--- config.mk ---
export PLATFORM = sky130hd
export DESIGN_NAME = psl_sideband_top
export DESIGN_NICKNAME = d
export VERILOG_FILES = /design/src/core/psl_pkg.sv /design/src/core/psl_led_shifter.sv /design/src/core/psl_supply_monitor.sv /design/src/core/psl_sideband_top.sv
export VERILOG_INCLUDE_DIRS = /design/src /design/src/core
export SDC_FILE = /design/constraint.sdc
export NUM_CORES = 1
export LEC_CHECK = 0
export BUFFER_PORTS_ARGS = -buffer_cell sky130_fd_sc_hd__buf_4
export CORE_UTILIZATION = 55
export DETAILED_ROUTE_END_ITERATION = 6
export GPL_TIMING_DRIVEN = 1
export PLACE_DENSITY = 0.79
export SYNTH_ARGS = -nofsm -noshare
export SYNTH_HDL_FRONTEND = slang
export SYNTH_SLANG_ARGS = --single-unit
export TNS_END_PERCENT = 30
--- constraint.sdc ---
create_clock -name CLK -period 8.5 [get_ports CLK]
set_input_delay 1.275 -clock CLK [delete_from_list [all_inputs] [get_ports CLK]]
set_output_delay 1.275 -clock CLK [all_outputs]
set_load 0.03 [all_outputs]
--- src/core/psl_regs.svh ---
/*
 Timing counts, reset values and sizes for the PoE sideband LED and reset block.
 Assumes a 40 MHz system clock; every cycle count is derived from a time below.
*/
`ifndef PSL_REGS_SVH
`define PSL_REGS_SVH

// =====================================================================
// Clock
`define PSL_CLK_MHZ          40

// =====================================================================
// LED chain
`define PSL_LED_PORTS        48
`define PSL_LEDS_PER_PORT    2
`define PSL_SCLK_HALF_NS     250
`define PSL_SCLK_HALF_CYC    ((`PSL_SCLK_HALF_NS * `PSL_CLK_MHZ + 999) / 1000)

// =====================================================================
// PSE hard reset
`define PSL_PSE_RST_NS       5000
`define PSL_PSE_RST_CYC      ((`PSL_PSE_RST_NS * `PSL_CLK_MHZ) / 1000)
`define PSL_HARD_RESET_N_RST 1'b0
`define PSL_MODE_STRAP_RST   1'b1

// =====================================================================
// Supply monitor
`define PSL_SUPPLY_RST       2'h0

`endif

--- src/core/psl_pkg.sv ---
/*
 Types shared by the sideband LED and reset block.
 Assumes the constants of psl_regs.svh for sizes and counts.
*/
package psl_pkg;

   // =====================================================================
   // State machines
   typedef enum logic [2:0] {SH_IDLE, SH_LOW, SH_HIGH, SH_GAP, SH_LATCH} psl_shift_e;
   typedef enum logic [0:0] {PR_HOLD, PR_RUN} psl_pse_e;

   // =====================================================================
   // Carriers
   typedef struct packed {
      logic sclk;
      logic sdata;
      logic latch;
   } psl_led_pins_s;

   typedef struct packed {
      logic one_good;
      logic two_good;
   } psl_supply_s;

endpackage

--- src/core/psl_led_shifter.sv ---
/*
 Serial LED chain driver: shifts a bit string MSB first, then pulses latch.
 Assumes start is a one-cycle pulse given only while busy is low.
*/
`timescale 1ns/1ps
module psl_led_shifter #(
   parameter int BITS = 96,
   parameter int HALF = 10
) (
   input  wire logic                    clk,
   input  wire logic                    rst,
   input  wire logic                    start,
   input  wire logic [BITS-1:0]         bits,
   output psl_pkg::psl_led_pins_s       pins,
   output logic                         busy
);
   localparam int TW = $clog2(HALF + 1);
   localparam int CW = $clog2(BITS + 1);
   localparam logic [TW-1:0] T_LOAD = TW'(HALF - 1);

   psl_pkg::psl_shift_e     state_reg, state_next;
   logic [BITS-1:0]         sh_reg, sh_next;
   logic [CW-1:0]           cnt_reg, cnt_next;
   logic [TW-1:0]           tmr_reg, tmr_next;
   psl_pkg::psl_led_pins_s  pins_reg, pins_next;
   logic                    busy_reg, busy_next;

   // =====================================================================
   // Next state
   always_comb begin
      state_next = state_reg;
      sh_next    = sh_reg;
      cnt_next   = cnt_reg;
      tmr_next   = tmr_reg;
      pins_next  = pins_reg;
      busy_next  = busy_reg;
      unique case (state_reg)
         psl_pkg::SH_IDLE: begin
            if (start) begin
               sh_next         = bits;
               pins_next.sdata = bits[BITS-1];
               cnt_next        = CW'(BITS - 1);
               tmr_next        = T_LOAD;
               busy_next       = 1'b1;
               state_next      = psl_pkg::SH_LOW;
            end
         end
         psl_pkg::SH_LOW: begin
            if (tmr_reg == '0) begin
               pins_next.sclk = 1'b1;
               tmr_next       = T_LOAD;
               state_next     = psl_pkg::SH_HIGH;
            end else begin
               tmr_next = tmr_reg - 1'b1;
            end
         end
         psl_pkg::SH_HIGH: begin
            if (tmr_reg == '0) begin
               pins_next.sclk = 1'b0;
               tmr_next       = T_LOAD;
               if (cnt_reg == '0) begin
                  state_next = psl_pkg::SH_GAP;
               end else begin
                  sh_next         = {sh_reg[BITS-2:0], 1'b0};
                  pins_next.sdata = sh_reg[BITS-2];
                  cnt_next        = cnt_reg - 1'b1;
                  state_next      = psl_pkg::SH_LOW;
               end
            end else begin
               tmr_next = tmr_reg - 1'b1;
            end
         end
         psl_pkg::SH_GAP: begin
            if (tmr_reg == '0) begin
               pins_next.latch = 1'b1;
               tmr_next        = T_LOAD;
               state_next      = psl_pkg::SH_LATCH;
            end else begin
               tmr_next = tmr_reg - 1'b1;
            end
         end
         psl_pkg::SH_LATCH: begin
            if (tmr_reg == '0) begin
               pins_next.latch = 1'b0;
               busy_next       = 1'b0;
               state_next      = psl_pkg::SH_IDLE;
            end else begin
               tmr_next = tmr_reg - 1'b1;
            end
         end
      endcase
   end

   // =====================================================================
   // Registers
   always_ff @(posedge clk or posedge rst) begin
      if (rst) begin
         state_reg <= psl_pkg::SH_IDLE;
         sh_reg    <= '0;
         cnt_reg   <= '0;
         tmr_reg   <= '0;
         pins_reg  <= '0;
         busy_reg  <= 1'b0;
      end else begin
         state_reg <= state_next;
         sh_reg    <= sh_next;
         cnt_reg   <= cnt_next;
         tmr_reg   <= tmr_next;
         pins_reg  <= pins_next;
         busy_reg  <= busy_next;
      end
   end

   assign pins = pins_reg;
   assign busy = busy_reg;

   AST_BUSY_IN_CHAIN: assert property (@(posedge clk) disable iff (rst)
      (pins_reg.sclk || pins_reg.latch) |-> busy_reg)
      else $error("LED pins active while shifter idle");

endmodule

--- src/core/psl_supply_monitor.sv ---
/*
 Two-stage synchroniser and change detector for the two supply-good inputs.
 Assumes raw inputs may change at any time relative to the clock.
*/
`timescale 1ns/1ps
`include "psl_regs.svh"
module psl_supply_monitor (
   input  wire logic                clk,
   input  wire logic                rst,
   input  psl_pkg::psl_supply_s     raw,
   output psl_pkg::psl_supply_s     level,
   output logic                     changed
);
   psl_pkg::psl_supply_s  sync1_reg, sync2_reg, level_reg, level_next;
   logic                  chg_reg, chg_next;

   // =====================================================================
   // Next state
   always_comb begin
      level_next = sync2_reg;
      chg_next   = (sync2_reg != level_reg);
   end

   // =====================================================================
   // Registers
   always_ff @(posedge clk or posedge rst) begin
      if (rst) begin
         sync1_reg <= `PSL_SUPPLY_RST;
         sync2_reg <= `PSL_SUPPLY_RST;
         level_reg <= `PSL_SUPPLY_RST;
         chg_reg   <= 1'b0;
      end else begin
         sync1_reg <= raw;
         sync2_reg <= sync1_reg;
         level_reg <= level_next;
         chg_reg   <= chg_next;
      end
   end

   assign level   = level_reg;
   assign changed = chg_reg;

endmodule

--- src/core/psl_sideband_top.sv ---
/*
 PoE sideband block: LED shift chain, supply monitor, PSE hard reset and strap.
 Assumes synchronous user inputs on CLK, a 40 MHz clock and an active-high RST.
*/
// How it works
// Two LED bits for each of 48 ports
// Serial data and shift clock feed the chain
// Latch pulses only after all bits shifted
// Chain ordered from port 1 onward (external)
// Bit string shifted most significant bit first
// Each serial bit is one LED on/off
// Clock, data and latch are outputs only
// Two active-high supply-good inputs accepted
// Supply levels watched continuously for changes
// PSE reset on host command and system reset
// PSE reset active low, output only
// PSE samples strap at reset release (external)
// Strap held high before and during release
// Reference clock supplied by the system (external)
// Exactly two bits per port, no clock during latch
// Supplies double-synchronised, every change flagged
`timescale 1ns/1ps
`include "psl_regs.svh"
module psl_sideband_top #(
   parameter int PORTS    = `PSL_LED_PORTS,
   parameter int HALF_CYC = `PSL_SCLK_HALF_CYC,
   parameter int RST_CYC  = `PSL_PSE_RST_CYC
) (
   input  wire logic                                   CLK,
   input  wire logic                                   RST,
   input  wire logic [PORTS*`PSL_LEDS_PER_PORT-1:0]    LED_STATE,
   input  wire logic                                   LED_UPDATE,
   output logic                                        LED_BUSY,
   output logic                                        LED_SCLK,
   output logic                                        LED_SDATA,
   output logic                                        LED_LATCH,
   input  wire logic                                   SUPPLY_ONE_GOOD,
   input  wire logic                                   SUPPLY_TWO_GOOD,
   output logic                                        SUPPLY_ONE_OK,
   output logic                                        SUPPLY_TWO_OK,
   output logic                                        SUPPLY_CHANGE,
   input  wire logic                                   PSE_RESET_CMD,
   output logic                                        PSE_HARD_RESET_N,
   output logic                                        PSE_MODE_STRAP
);
   localparam int LED_BITS = PORTS * `PSL_LEDS_PER_PORT;
   localparam int RW       = $clog2(RST_CYC + 1);
   localparam logic [RW-1:0] R_LOAD = RW'(RST_CYC - 1);

   // =====================================================================
   // LED update request
   logic                    pend_reg, pend_next;
   logic                    start_reg, start_next;
   logic                    shift_busy;
   psl_pkg::psl_led_pins_s  led_pins;

   always_comb begin
      start_next = pend_reg && !shift_busy && !start_reg;
      pend_next  = LED_UPDATE || (pend_reg && !start_next);
   end

   always_ff @(posedge CLK or posedge RST) begin
      if (RST) begin
         pend_reg  <= 1'b0;
         start_reg <= 1'b0;
      end else begin
         pend_reg  <= pend_next;
         start_reg <= start_next;
      end
   end

   // =====================================================================
   // LED chain
   psl_led_shifter #(
      .BITS (LED_BITS),
      .HALF (HALF_CYC)
   ) u_shifter (
      .clk   (CLK),
      .rst   (RST),
      .start (start_reg),
      .bits  (LED_STATE),
      .pins  (led_pins),
      .busy  (shift_busy)
   );

   assign LED_SCLK  = led_pins.sclk;
   assign LED_SDATA = led_pins.sdata;
   assign LED_LATCH = led_pins.latch;
   assign LED_BUSY  = shift_busy;

   // =====================================================================
   // Supply monitor
   psl_pkg::psl_supply_s  sup_raw;
   psl_pkg::psl_supply_s  sup_level;

   assign sup_raw.one_good = SUPPLY_ONE_GOOD;
   assign sup_raw.two_good = SUPPLY_TWO_GOOD;

   psl_supply_monitor u_supply (
      .clk     (CLK),
      .rst     (RST),
      .raw     (sup_raw),
      .level   (sup_level),
      .changed (SUPPLY_CHANGE)
   );

   assign SUPPLY_ONE_OK = sup_level.one_good;
   assign SUPPLY_TWO_OK = sup_level.two_good;

   // =====================================================================
   // PSE hard reset and mode strap
   psl_pkg::psl_pse_e  pse_reg, pse_next;
   logic [RW-1:0]      rtmr_reg, rtmr_next;
   logic               hrst_n_reg, hrst_n_next;
   logic               strap_reg, strap_next;

   always_comb begin
      pse_next    = pse_reg;
      rtmr_next   = rtmr_reg;
      hrst_n_next = hrst_n_reg;
      strap_next  = 1'b1;
      unique case (pse_reg)
         psl_pkg::PR_HOLD: begin
            if (rtmr_reg == '0) begin
               hrst_n_next = 1'b1;
               pse_next    = psl_pkg::PR_RUN;
            end else begin
               rtmr_next = rtmr_reg - 1'b1;
            end
         end
         psl_pkg::PR_RUN: begin
            if (PSE_RESET_CMD) begin
               hrst_n_next = 1'b0;
               rtmr_next   = R_LOAD;
               pse_next    = psl_pkg::PR_HOLD;
            end
         end
      endcase
   end

   always_ff @(posedge CLK or posedge RST) begin
      if (RST) begin
         pse_reg    <= psl_pkg::PR_HOLD;
         rtmr_reg   <= R_LOAD;
         hrst_n_reg <= `PSL_HARD_RESET_N_RST;
         strap_reg  <= `PSL_MODE_STRAP_RST;
      end else begin
         pse_reg    <= pse_next;
         rtmr_reg   <= rtmr_next;
         hrst_n_reg <= hrst_n_next;
         strap_reg  <= strap_next;
      end
   end

   assign PSE_HARD_RESET_N = hrst_n_reg;
   assign PSE_MODE_STRAP   = strap_reg;

   // =====================================================================
   // Assertion helpers
   localparam int BUSY_CYC = (LED_BITS + 1) * 2 * HALF_CYC;
   localparam int BW       = $clog2(BUSY_CYC + 1);

   logic [LED_BITS-1:0]  cap_reg;
   logic [7:0]           edge_cnt_reg;
   logic                 sclk_d_reg;
   logic [BW-1:0]        busy_cnt_reg;
   logic [RW-1:0]        rlow_cnt_reg;

   always_ff @(posedge CLK or posedge RST) begin
      if (RST) begin
         cap_reg      <= '0;
         edge_cnt_reg <= '0;
         sclk_d_reg   <= 1'b0;
         busy_cnt_reg <= '0;
         rlow_cnt_reg <= '0;
      end else begin
         sclk_d_reg <= LED_SCLK;
         if (LED_BUSY) begin
            busy_cnt_reg <= busy_cnt_reg + BW'(1);
         end else begin
            busy_cnt_reg <= '0;
         end
         if (!PSE_HARD_RESET_N) begin
            rlow_cnt_reg <= rlow_cnt_reg + RW'(1);
         end else begin
            rlow_cnt_reg <= '0;
         end
         if (start_reg) begin
            cap_reg      <= LED_STATE;
            edge_cnt_reg <= '0;
         end else if (LED_SCLK && !sclk_d_reg) begin
            edge_cnt_reg <= edge_cnt_reg + 8'h01;
         end
      end
   end

   // =====================================================================
   // Assertions
   AST_NO_SCLK_IN_LATCH: assert property (@(posedge CLK) disable iff (RST)
      LED_LATCH |-> !LED_SCLK)
      else $error("Shift clock high while latch asserted");

   AST_LATCH_AFTER_ALL: assert property (@(posedge CLK) disable iff (RST)
      $rose(LED_LATCH) |-> edge_cnt_reg == 8'(LED_BITS))
      else $error("Latch before full bit string shifted");

   AST_LATCH_WIDTH: assert property (@(posedge CLK) disable iff (RST)
      $rose(LED_LATCH) |-> ##9 LED_LATCH ##1 !LED_LATCH)
      else $error("Latch pulse width wrong");

   AST_BIT_ORDER: assert property (@(posedge CLK) disable iff (RST)
      $rose(LED_SCLK) |-> LED_SDATA == cap_reg[LED_BITS-1-int'(edge_cnt_reg)])
      else $error("Serial bit out of order");

   AST_DATA_SETUP: assert property (@(posedge CLK) disable iff (RST)
      $rose(LED_SCLK) |-> $stable(LED_SDATA))
      else $error("Serial data changed at clock rise");

   AST_SCLK_HALF: assert property (@(posedge CLK) disable iff (RST)
      $rose(LED_SCLK) |-> LED_SCLK[*8] ##1 LED_SCLK ##1 LED_SCLK ##1 !LED_SCLK)
      else $error("Shift clock high phase wrong");

   AST_UPDATE_SERVED: assert property (@(posedge CLK) disable iff (RST)
      (LED_UPDATE && !LED_BUSY && !pend_reg && !start_reg) |-> ##3 LED_BUSY)
      else $error("LED update not started");

   AST_CMD_RESET: assert property (@(posedge CLK) disable iff (RST)
      (PSE_RESET_CMD && PSE_HARD_RESET_N) |=> !PSE_HARD_RESET_N)
      else $error("Host reset command did not reset PSE");

   AST_RESET_LENGTH: assert property (@(posedge CLK) disable iff (RST)
      $fell(PSE_HARD_RESET_N) |-> ##199 !PSE_HARD_RESET_N ##1 PSE_HARD_RESET_N)
      else $error("PSE reset pulse length wrong");

   AST_STRAP_AT_RELEASE: assert property (@(posedge CLK) disable iff (RST)
      $rose(PSE_HARD_RESET_N) |-> PSE_MODE_STRAP && $past(PSE_MODE_STRAP))
      else $error("Mode strap low at PSE reset release");

   AST_SUPPLY_FLAG: assert property (@(posedge CLK) disable iff (RST)
      SUPPLY_CHANGE == ({SUPPLY_ONE_OK, SUPPLY_TWO_OK} != $past({SUPPLY_ONE_OK, SUPPLY_TWO_OK})))
      else $error("Supply change flag mismatch");

   AST_SUPPLY_FOLLOW: assert property (@(posedge CLK) disable iff (RST)
      SUPPLY_ONE_GOOD[*4] |-> SUPPLY_ONE_OK)
      else $error("Supply one level not followed");

   AST_SUPPLY_TWO_FOLLOW: assert property (@(posedge CLK) disable iff (RST)
      (!SUPPLY_TWO_GOOD)[*4] |-> !SUPPLY_TWO_OK)
      else $error("Supply two level not followed");

   AST_SUPPLY_ONE_LOW: assert property (@(posedge CLK) disable iff (RST)
      (!SUPPLY_ONE_GOOD)[*4] |-> !SUPPLY_ONE_OK)
      else $error("Supply one loss not followed");

   AST_SUPPLY_TWO_HIGH: assert property (@(posedge CLK) disable iff (RST)
      SUPPLY_TWO_GOOD[*4] |-> SUPPLY_TWO_OK)
      else $error("Supply two return not followed");

   AST_SCLK_FIRST: assert property (@(posedge CLK) disable iff (RST)
      $rose(LED_BUSY) |-> (!LED_SCLK)[*8] ##1 !LED_SCLK ##1 !LED_SCLK ##1 LED_SCLK)
      else $error("First shift clock rise mistimed");

   AST_SCLK_LOW: assert property (@(posedge CLK) disable iff (RST)
      $fell(LED_SCLK) |-> (!LED_SCLK)[*8] ##1 !LED_SCLK ##1 !LED_SCLK ##1 (LED_SCLK || LED_LATCH))
      else $error("Shift clock low phase wrong");

   AST_SDATA_MOVES: assert property (@(posedge CLK) disable iff (RST)
      $changed(LED_SDATA) |-> $fell(LED_SCLK) || $rose(LED_BUSY))
      else $error("Serial data moved outside a clock fall");

   AST_SDATA_HELD: assert property (@(posedge CLK) disable iff (RST)
      LED_SCLK |-> $stable(LED_SDATA))
      else $error("Serial data moved while shift clock high");

   AST_LATCH_ENDS: assert property (@(posedge CLK) disable iff (RST)
      $fell(LED_LATCH) |-> !LED_BUSY)
      else $error("Busy outlived the latch pulse");

   AST_IDLE_QUIET: assert property (@(posedge CLK) disable iff (RST)
      !LED_BUSY |-> !LED_SCLK && !LED_LATCH)
      else $error("Chain pins active while idle");

   AST_BUSY_FRAME: assert property (@(posedge CLK) disable iff (RST)
      $fell(LED_BUSY) |-> busy_cnt_reg == BW'(BUSY_CYC))
      else $error("Frame length wrong");

   AST_BUSY_BOUND: assert property (@(posedge CLK) disable iff (RST)
      busy_cnt_reg <= BW'(BUSY_CYC))
      else $error("Frame ran too long");

   AST_PEND_SERVED: assert property (@(posedge CLK) disable iff (RST)
      ($fell(LED_BUSY) && pend_reg) |-> ##2 LED_BUSY)
      else $error("Queued LED update not started");

   AST_RESET_LOW_COUNT: assert property (@(posedge CLK) disable iff (RST)
      $rose(PSE_HARD_RESET_N) |-> rlow_cnt_reg == RW'(RST_CYC))
      else $error("PSE reset low time wrong");

   AST_RESET_BOUND: assert property (@(posedge CLK) disable iff (RST)
      rlow_cnt_reg <= RW'(RST_CYC))
      else $error("PSE reset held too long");

   AST_STRAP_HIGH: assert property (@(posedge CLK) disable iff (RST)
      PSE_MODE_STRAP)
      else $error("Mode strap not high");

endmodule

* Yosys cells after proc, flatten, opt, wreduce, memory -nomap -nowiden *
Cells that the tools add are included.

word-level totals
  flip-flop bits (word level) = 132
  output and inout port bits = 9
  logic and storage cells = 101
  memories kept = 0
  bits in latches = 0
  memory bits (writable) = 0
  bits in read-only memories = 0

cells by class
  div/mod/pow operators = 0
  $add $sub $neg = 3
  mux-type cells = 38
  shift-type cells = 0
  bitwise logic cells = 1
  reductions and logical operators = 24
  order comparisons = 0
  equality and inequality tests = 15
  $mul = 0

operators by type and width
  cell                                                                     number
  95-bit 2-to-1 mux                                                        3
  95-bit one-hot mux with 2 select lines                                   1
  7-bit 2-to-1 mux                                                         3
  8-bit 2-to-1 mux                                                         2
  8-bit one-hot mux with 2 select lines                                    1
  3-bit 2-to-1 mux                                                         5
  3-bit one-hot mux with 5 select lines                                    1
  7-bit one-hot mux with 2 select lines                                    1
  4-bit 2-to-1 mux                                                         3
  2-bit inequality test, second input constant                             6
  1-bit one-hot mux with 2 select lines                                    6
  4-bit one-hot mux with 3 select lines                                    1
  1-bit 2-to-1 mux                                                         9
  3-bit AND reduction                                                      3
  8-bit zero test                                                          1
  2-bit by 1-bit inequality test with 1-bit output, second input constant  4
  2-bit nonzero test                                                       4
  8-bit by 1-bit subtractor with 8-bit output, second input constant       1
  7-bit zero test                                                          1
  7-bit by 1-bit subtractor with 7-bit output, second input constant       1
  3-bit by 2-bit equality test with 1-bit output, second input constant    2
  2-bit AND reduction                                                      3
  5-bit AND reduction                                                      1
  4-bit zero test                                                          1
  12 further kinds                                                         17

* Depth between registers and ports, before layout *
  depth in word-level cells = 6
  mapped depth = 9

* By module *
A second synthesis with hierarchy kept.

second synthesis, totals
  cell total of the unflattened synthesis = 704
  area, all modules = 6541.3 sq um

modules (own cells, without submodules)
  module              cells each  seq. area each (sq um)  times used  area each (sq um)
  psl_led_shifter     634         2827.7                  1           5718.0
  psl_sideband_top    59          306.5                   1           623.1
  psl_supply_monitor  11          175.2                   1           200.2

* Least setup slack after synthesis *
No wires, ideal clock.

  path kind = reg-to-reg
  start = register u_shifter.cnt_reg[0]
  end = register u_shifter.cnt_reg[1]
  buffers on the path = 2
  stages on the path, launching flop included = 9
  setup time = 0.127 ns
  data required time = 8.373 ns
  period minus slack after synthesis = 2.079 ns
  arrival time = 1.951 ns
  path slack = 6.421 ns
  cell sequence = dfrtp_1 -> inv_1 -> ha_1 -> or3b_2 -> nor3_4 -> or2_1 -> buf_2 -> buf_6 -> mux2_1

on the way
  longest elaborated chain between the ends = 4
  elaborated cells on any way between the ends = 7
  those cells by class = 1 x add/sub; 1 x eq/ne; 3 x mux; 2 x reduce/logical

ends and longest elaborated chain
  what                                         RTL line                source
  start: declaration                           psl_led_shifter.sv:23   logic [CW-1:0] cnt_reg, cnt_next;
  start signal: assignment                     psl_led_shifter.sv:107  cnt_reg <= cnt_next;
  7-bit by 1-bit subtractor with 7-bit output  psl_led_shifter.sv:66   cnt_next = cnt_reg - 1'b1;
  7-bit 2-to-1 mux                             psl_led_shifter.sv:61   if (cnt_reg == '0) begin
  7-bit 2-to-1 mux                             psl_led_shifter.sv:58   if (tmr_reg == '0) begin
  7-bit one-hot mux with 2 select lines        psl_led_shifter.sv:37   unique case (state_reg)

Several ways; a longest one is shown, not always the timed one. The select of a mux whose other input is x is not followed.
A chain may end at the register's enable or synchronous reset.

* Worst setup path after layout *
  start = register u_shifter.state_reg[2]
  end = register u_shifter.cnt_reg[1]

on the way
  longest elaborated chain between the ends = 3
  elaborated cells on any way between the ends = 8
  those cells by class = 4 x eq/ne; 1 x mux; 3 x reduce/logical

ends and longest elaborated chain
  what                                                                                      RTL line                source
  start: declaration                                                                        psl_led_shifter.sv:21   psl_pkg::psl_shift_e state_reg, state_next;
  start signal: assignment                                                                  psl_led_shifter.sv:98   state_reg <= psl_pkg::SH_IDLE;
  start signal: assignment                                                                  psl_led_shifter.sv:105  state_reg <= state_next;
  3-bit by 2-bit equality test with 1-bit output / 3-bit zero test (equally long branches)  psl_led_shifter.sv:37
  2-bit by 1-bit inequality test with 1-bit output (no line) (tied with other cells)        n/a
  4-bit AND reduction (no line)                                                             n/a

Several ways; a longest one is shown, not always the timed one.

==> results by group <==
Clock network
  • Postcts setup bufs: 0
  • Root buffer cell: clkbuf_16
  • Htree depth: 4
  • Inserted Clock Buffers: 17
  • Resized cells post-CTS: 0
  • CTS Buffer Depth: 2
  • Clock Pin Slew Worst Setup and Hold Paths: about 60 ps
  • CTS Hold Bufs: 0
  • # clock sinks: ~130
  • TritonCTS clock tree: done
  • Skew-Pair Late Insertion Delay: roughly 410 ps

Routing
  • Final wirelength: between 10000 and 15000 um
  • Post-DRT Antenna Nets: 0
  • Via count: between 4000 and 5000
  • Initial drt markers: approximately 300
  • Post-route DRC: 0
  • Vias per cell: a little under 6
  • DR WL/cell: around 17 um
  • First-pass DRT Iterations: 5

Pwr
  • Seq pwr share: a little under half
  • Sw Share: between 20% and 30%
  • P_leak: between 3 and 4 nW
  • Switching power: 372 uW
  • Pint: roughly 1.2 mW
  • Logic pwr share: roughly a tenth
  • Clock Power Share: between 40% and 50%
  • Power density over the cells: roughly 200 nW/um^2
  • Worst-case vdd ir drop: roughly 0.14 mV

Floorplan
  • Starting density of the core: a little under three fifths
  • Die area: around 12000 um^2
  • Io pins: 111
  • Die height: 109 um
  • Core area: roughly 11000 um^2
  • # rows: 38
  • Die span in x: between 100 and 150 um

Global route
  • Initial antenna violation count: 0
  • Vias in the first global route: about 4700
  • Pin count of the biggest net entering global routing: between 100 and 150
  • Total GRT Usage: around 24%
  • Grt ovf: 0
  • First-pass GRT wire length: ~22000 um

Final layout
  • Final Core Density: a little over two thirds
  • Layout Cells excl Fill: 834
  • Fillers: between 800 and 900
  • Largest register FFs: 95
  • Synth-to-Final Area Change: 21.0%
  • Fraction of layout cells with a size suffix above 1: between 20 and 25%
  • Final net count: about 800
  • Ant diodes: 0

Critical path
  • R2R setup slack: approximately 4500 ps
  • Most frequent CP cell: buf_4
  • Worst-path fanout max: ~100
  • Kind of cell adding the most delay to the critical path: simple AND/OR/NAND/NOR gates
  • Crit-path cells: or3b_2, buf_4, nor3_4, buf_4, or2_4, mux2_1
  • CP arrival: 4280 ps
  • Critical Path Max Stage Delay: about 970 ps
  • Critical Path Source Type: flip-flop
  • Crit path required time: ~9000 ps
  • Buffers & Inverters on Critical Path: 2
  • Worst setup EP type: flip-flop
  • Slowest CP cell: or2_4
  • Worst setup path category: flip-flop to flip-flop

Yosys
  • Register area share after synthesis: about 52%
  • Post-synth EDFFs: 0
  • Ys flop type: dfrtp_1
  • Yosys reg bits: ~130
  • Post-synth cell types: 55
  • Cells after synthesis: roughly 600
  • Mapped Nets: between 700 and 800
  • Async S/R FF share, synth: between 90% and 100%
  • Warnings, synthesis: 0
  • Cell Area, Synth: about 6300 um^2
  • Synthesized area per cell: approximately 11 um^2

Run status
  • Outcome: completed

STA
  • Worst-Margin Slew: ~1100 ps
  • Slew Viols, Final: 0
  • Fmax: between 200 and 300 MHz
  • Period utilization: a little under half
  • Setup TNS: 0 ps
  • # setup viols final: 0
  • Hold Fails Final Rpt: 0
  • Max_slew headroom: between 20% and 30%
  • Final worst slack: between 4000 and 5000 ps
  • RSZ-0062 raised after global routing: no
  • Clock skew: approximately 6.4 ps
  • Tmin final: roughly 4000 ps
  • WHS: 353 ps

Run
  • Max Cap Viol: 0

Place
  • Worst slack at placement: ~4500 ps
  • Dpl hpwl: 8520 um
  • Placer congestion estimate: roughly 0.83
  • Placed Cells: ~800
  • IO Port Bufs: around 110

Min path
  • Hold WC Path Type: flip-flop to flip-flop
-- path summary, 6_finish.rpt --
kind | endpoint | cells after the start | start
worst min-delay path | u_supply.level_next[0] | 0 | u_supply.sync1_reg[0]
worst min register to register | u_supply.level_next[0] | 0 | u_supply.sync1_reg[0]
worst max register to register | u_shifter.cnt_reg[1] | 6 | u_shifter.state_reg[2]
max in group asynchronous | u_shifter.sh_reg[92] | 3 | RST
min in group asynchronous | u_shifter.sh_reg[52] | 2 | RST
worst max-delay path | u_shifter.cnt_reg[1] | 6 | u_shifter.state_reg[2]
-- power groups by stage --
stage	Clock (mW)	Sequential (mW)	Combinational, mW
after CTS	0.660	0.715	0.159
after global routing	0.692	0.721	0.177
after floorplan	0	0.719	0.0953
after global placement	0	0.722	0.151
final	0.651	0.716	0.158
after detailed placement	0	0.725	0.159
-- Yosys cell counts, types with 3 or more instances --
| master | count | area (um^2) |
|---|---|---|
| a21oi_1 | 5 | 25.0 |
| mux2i_1 | 100 | 1000 |
| or4_1 | 4 | 30.0 |
| o41ai_1 | 3 | 26.3 |
| a31oi_1 | 3 | 18.8 |
| nand3_1 | 4 | 20.0 |
| nor3_1 | 3 | 15.0 |
| o21ai_1 | 95 | 475 |
| nor2_1 | 8 | 30.0 |
| inv_1 | 12 | 45.0 |
| clkbuf_1 | 27 | 101 |
| o31ai_1 | 5 | 37.5 |
| nor3b_1 | 4 | 30.0 |
| or3_1 | 6 | 37.5 |
| o21ai_0 | 107 | 536 |
| buf_4 | 4 | 30.0 |
| buf_2 | 16 | 80.1 |
| nand2_1 | 10 | 37.5 |
| buf_6 | 3 | 33.8 |
| xnor2_1 | 3 | 26.3 |
| ha_1 | 4 | 50.1 |
| dfstp_2 | 5 | 131 |
| dfrtp_1 | 127 | 3180 |
-- cell type report --
cell class | instances | area (um^2) | area share (%)
Clock buffer | 21 | 470 | 6.13
Clock inverter | 11 | 60.1 | 0.783
Inverter | 13 | 51.3 | 0.669
Multi-Input combinational cell | 403 | 2750 | 35.8
Sequential cell | 132 | 3310 | 43.1
Tap cell | 140 | 175 | 2.28
Timing Repair Buffer | 114 | 856 | 11.2
-- logic make-up (layout without fill, tap and decap cells) --
family / count (synthesis) / in the layout / synth area share [%]
compound gates: 234 / 234 / 19.7
flops: 132 / 132 / 52.2
mux: 101 / 101 / 16.0
buf+inv: 64 / 159 / 4.70
simple gates: 59 / 59 / 6.04
fa+ha+maj: 4 / 4 / 0.789
xor+xnor: 4 / 4 / 0.553
other cells: 1 / 1 / 0.0591
-- cell usage in the layout (no fill, tap or decap), types with 6 or more instances in the layout --
| cell | count |
|---|---|
| dfrtp_1 | 127 |
| clkbuf_16 | 17 |
| mux2i_1 | 100 |
| clkinv_2 | 9 |
| o21ai_1 | 95 |
| nor2_1 | 8 |
| o21ai_0 | 107 |
| buf_4 | 114 |
| inv_1 | 11 |
| or3_1 | 6 |
| nand2_1 | 10 |
-- metal layers --
layer / vias up / track usage (%) / routed length, um
li1: 2346 / - / -
met1: 2403 / 32.8 / 6040
met2: 150 / 37.3 / 6730
met3: 15 / 6.70 / 946
met4: 0 / 9.33 / 177
met5: - / 0 / 0
-- stage by stage --
stage / power (mW) / instance area (um^2)
floorplan: 0.815 / 6340
global route: 1.59 / 7670
CTS: 1.53 / 7670
global placement: 0.873 / 7140
finish: 1.52 / 7670
detailed placement: 0.884 / 7140
Power figures use the tool's default switching activity.
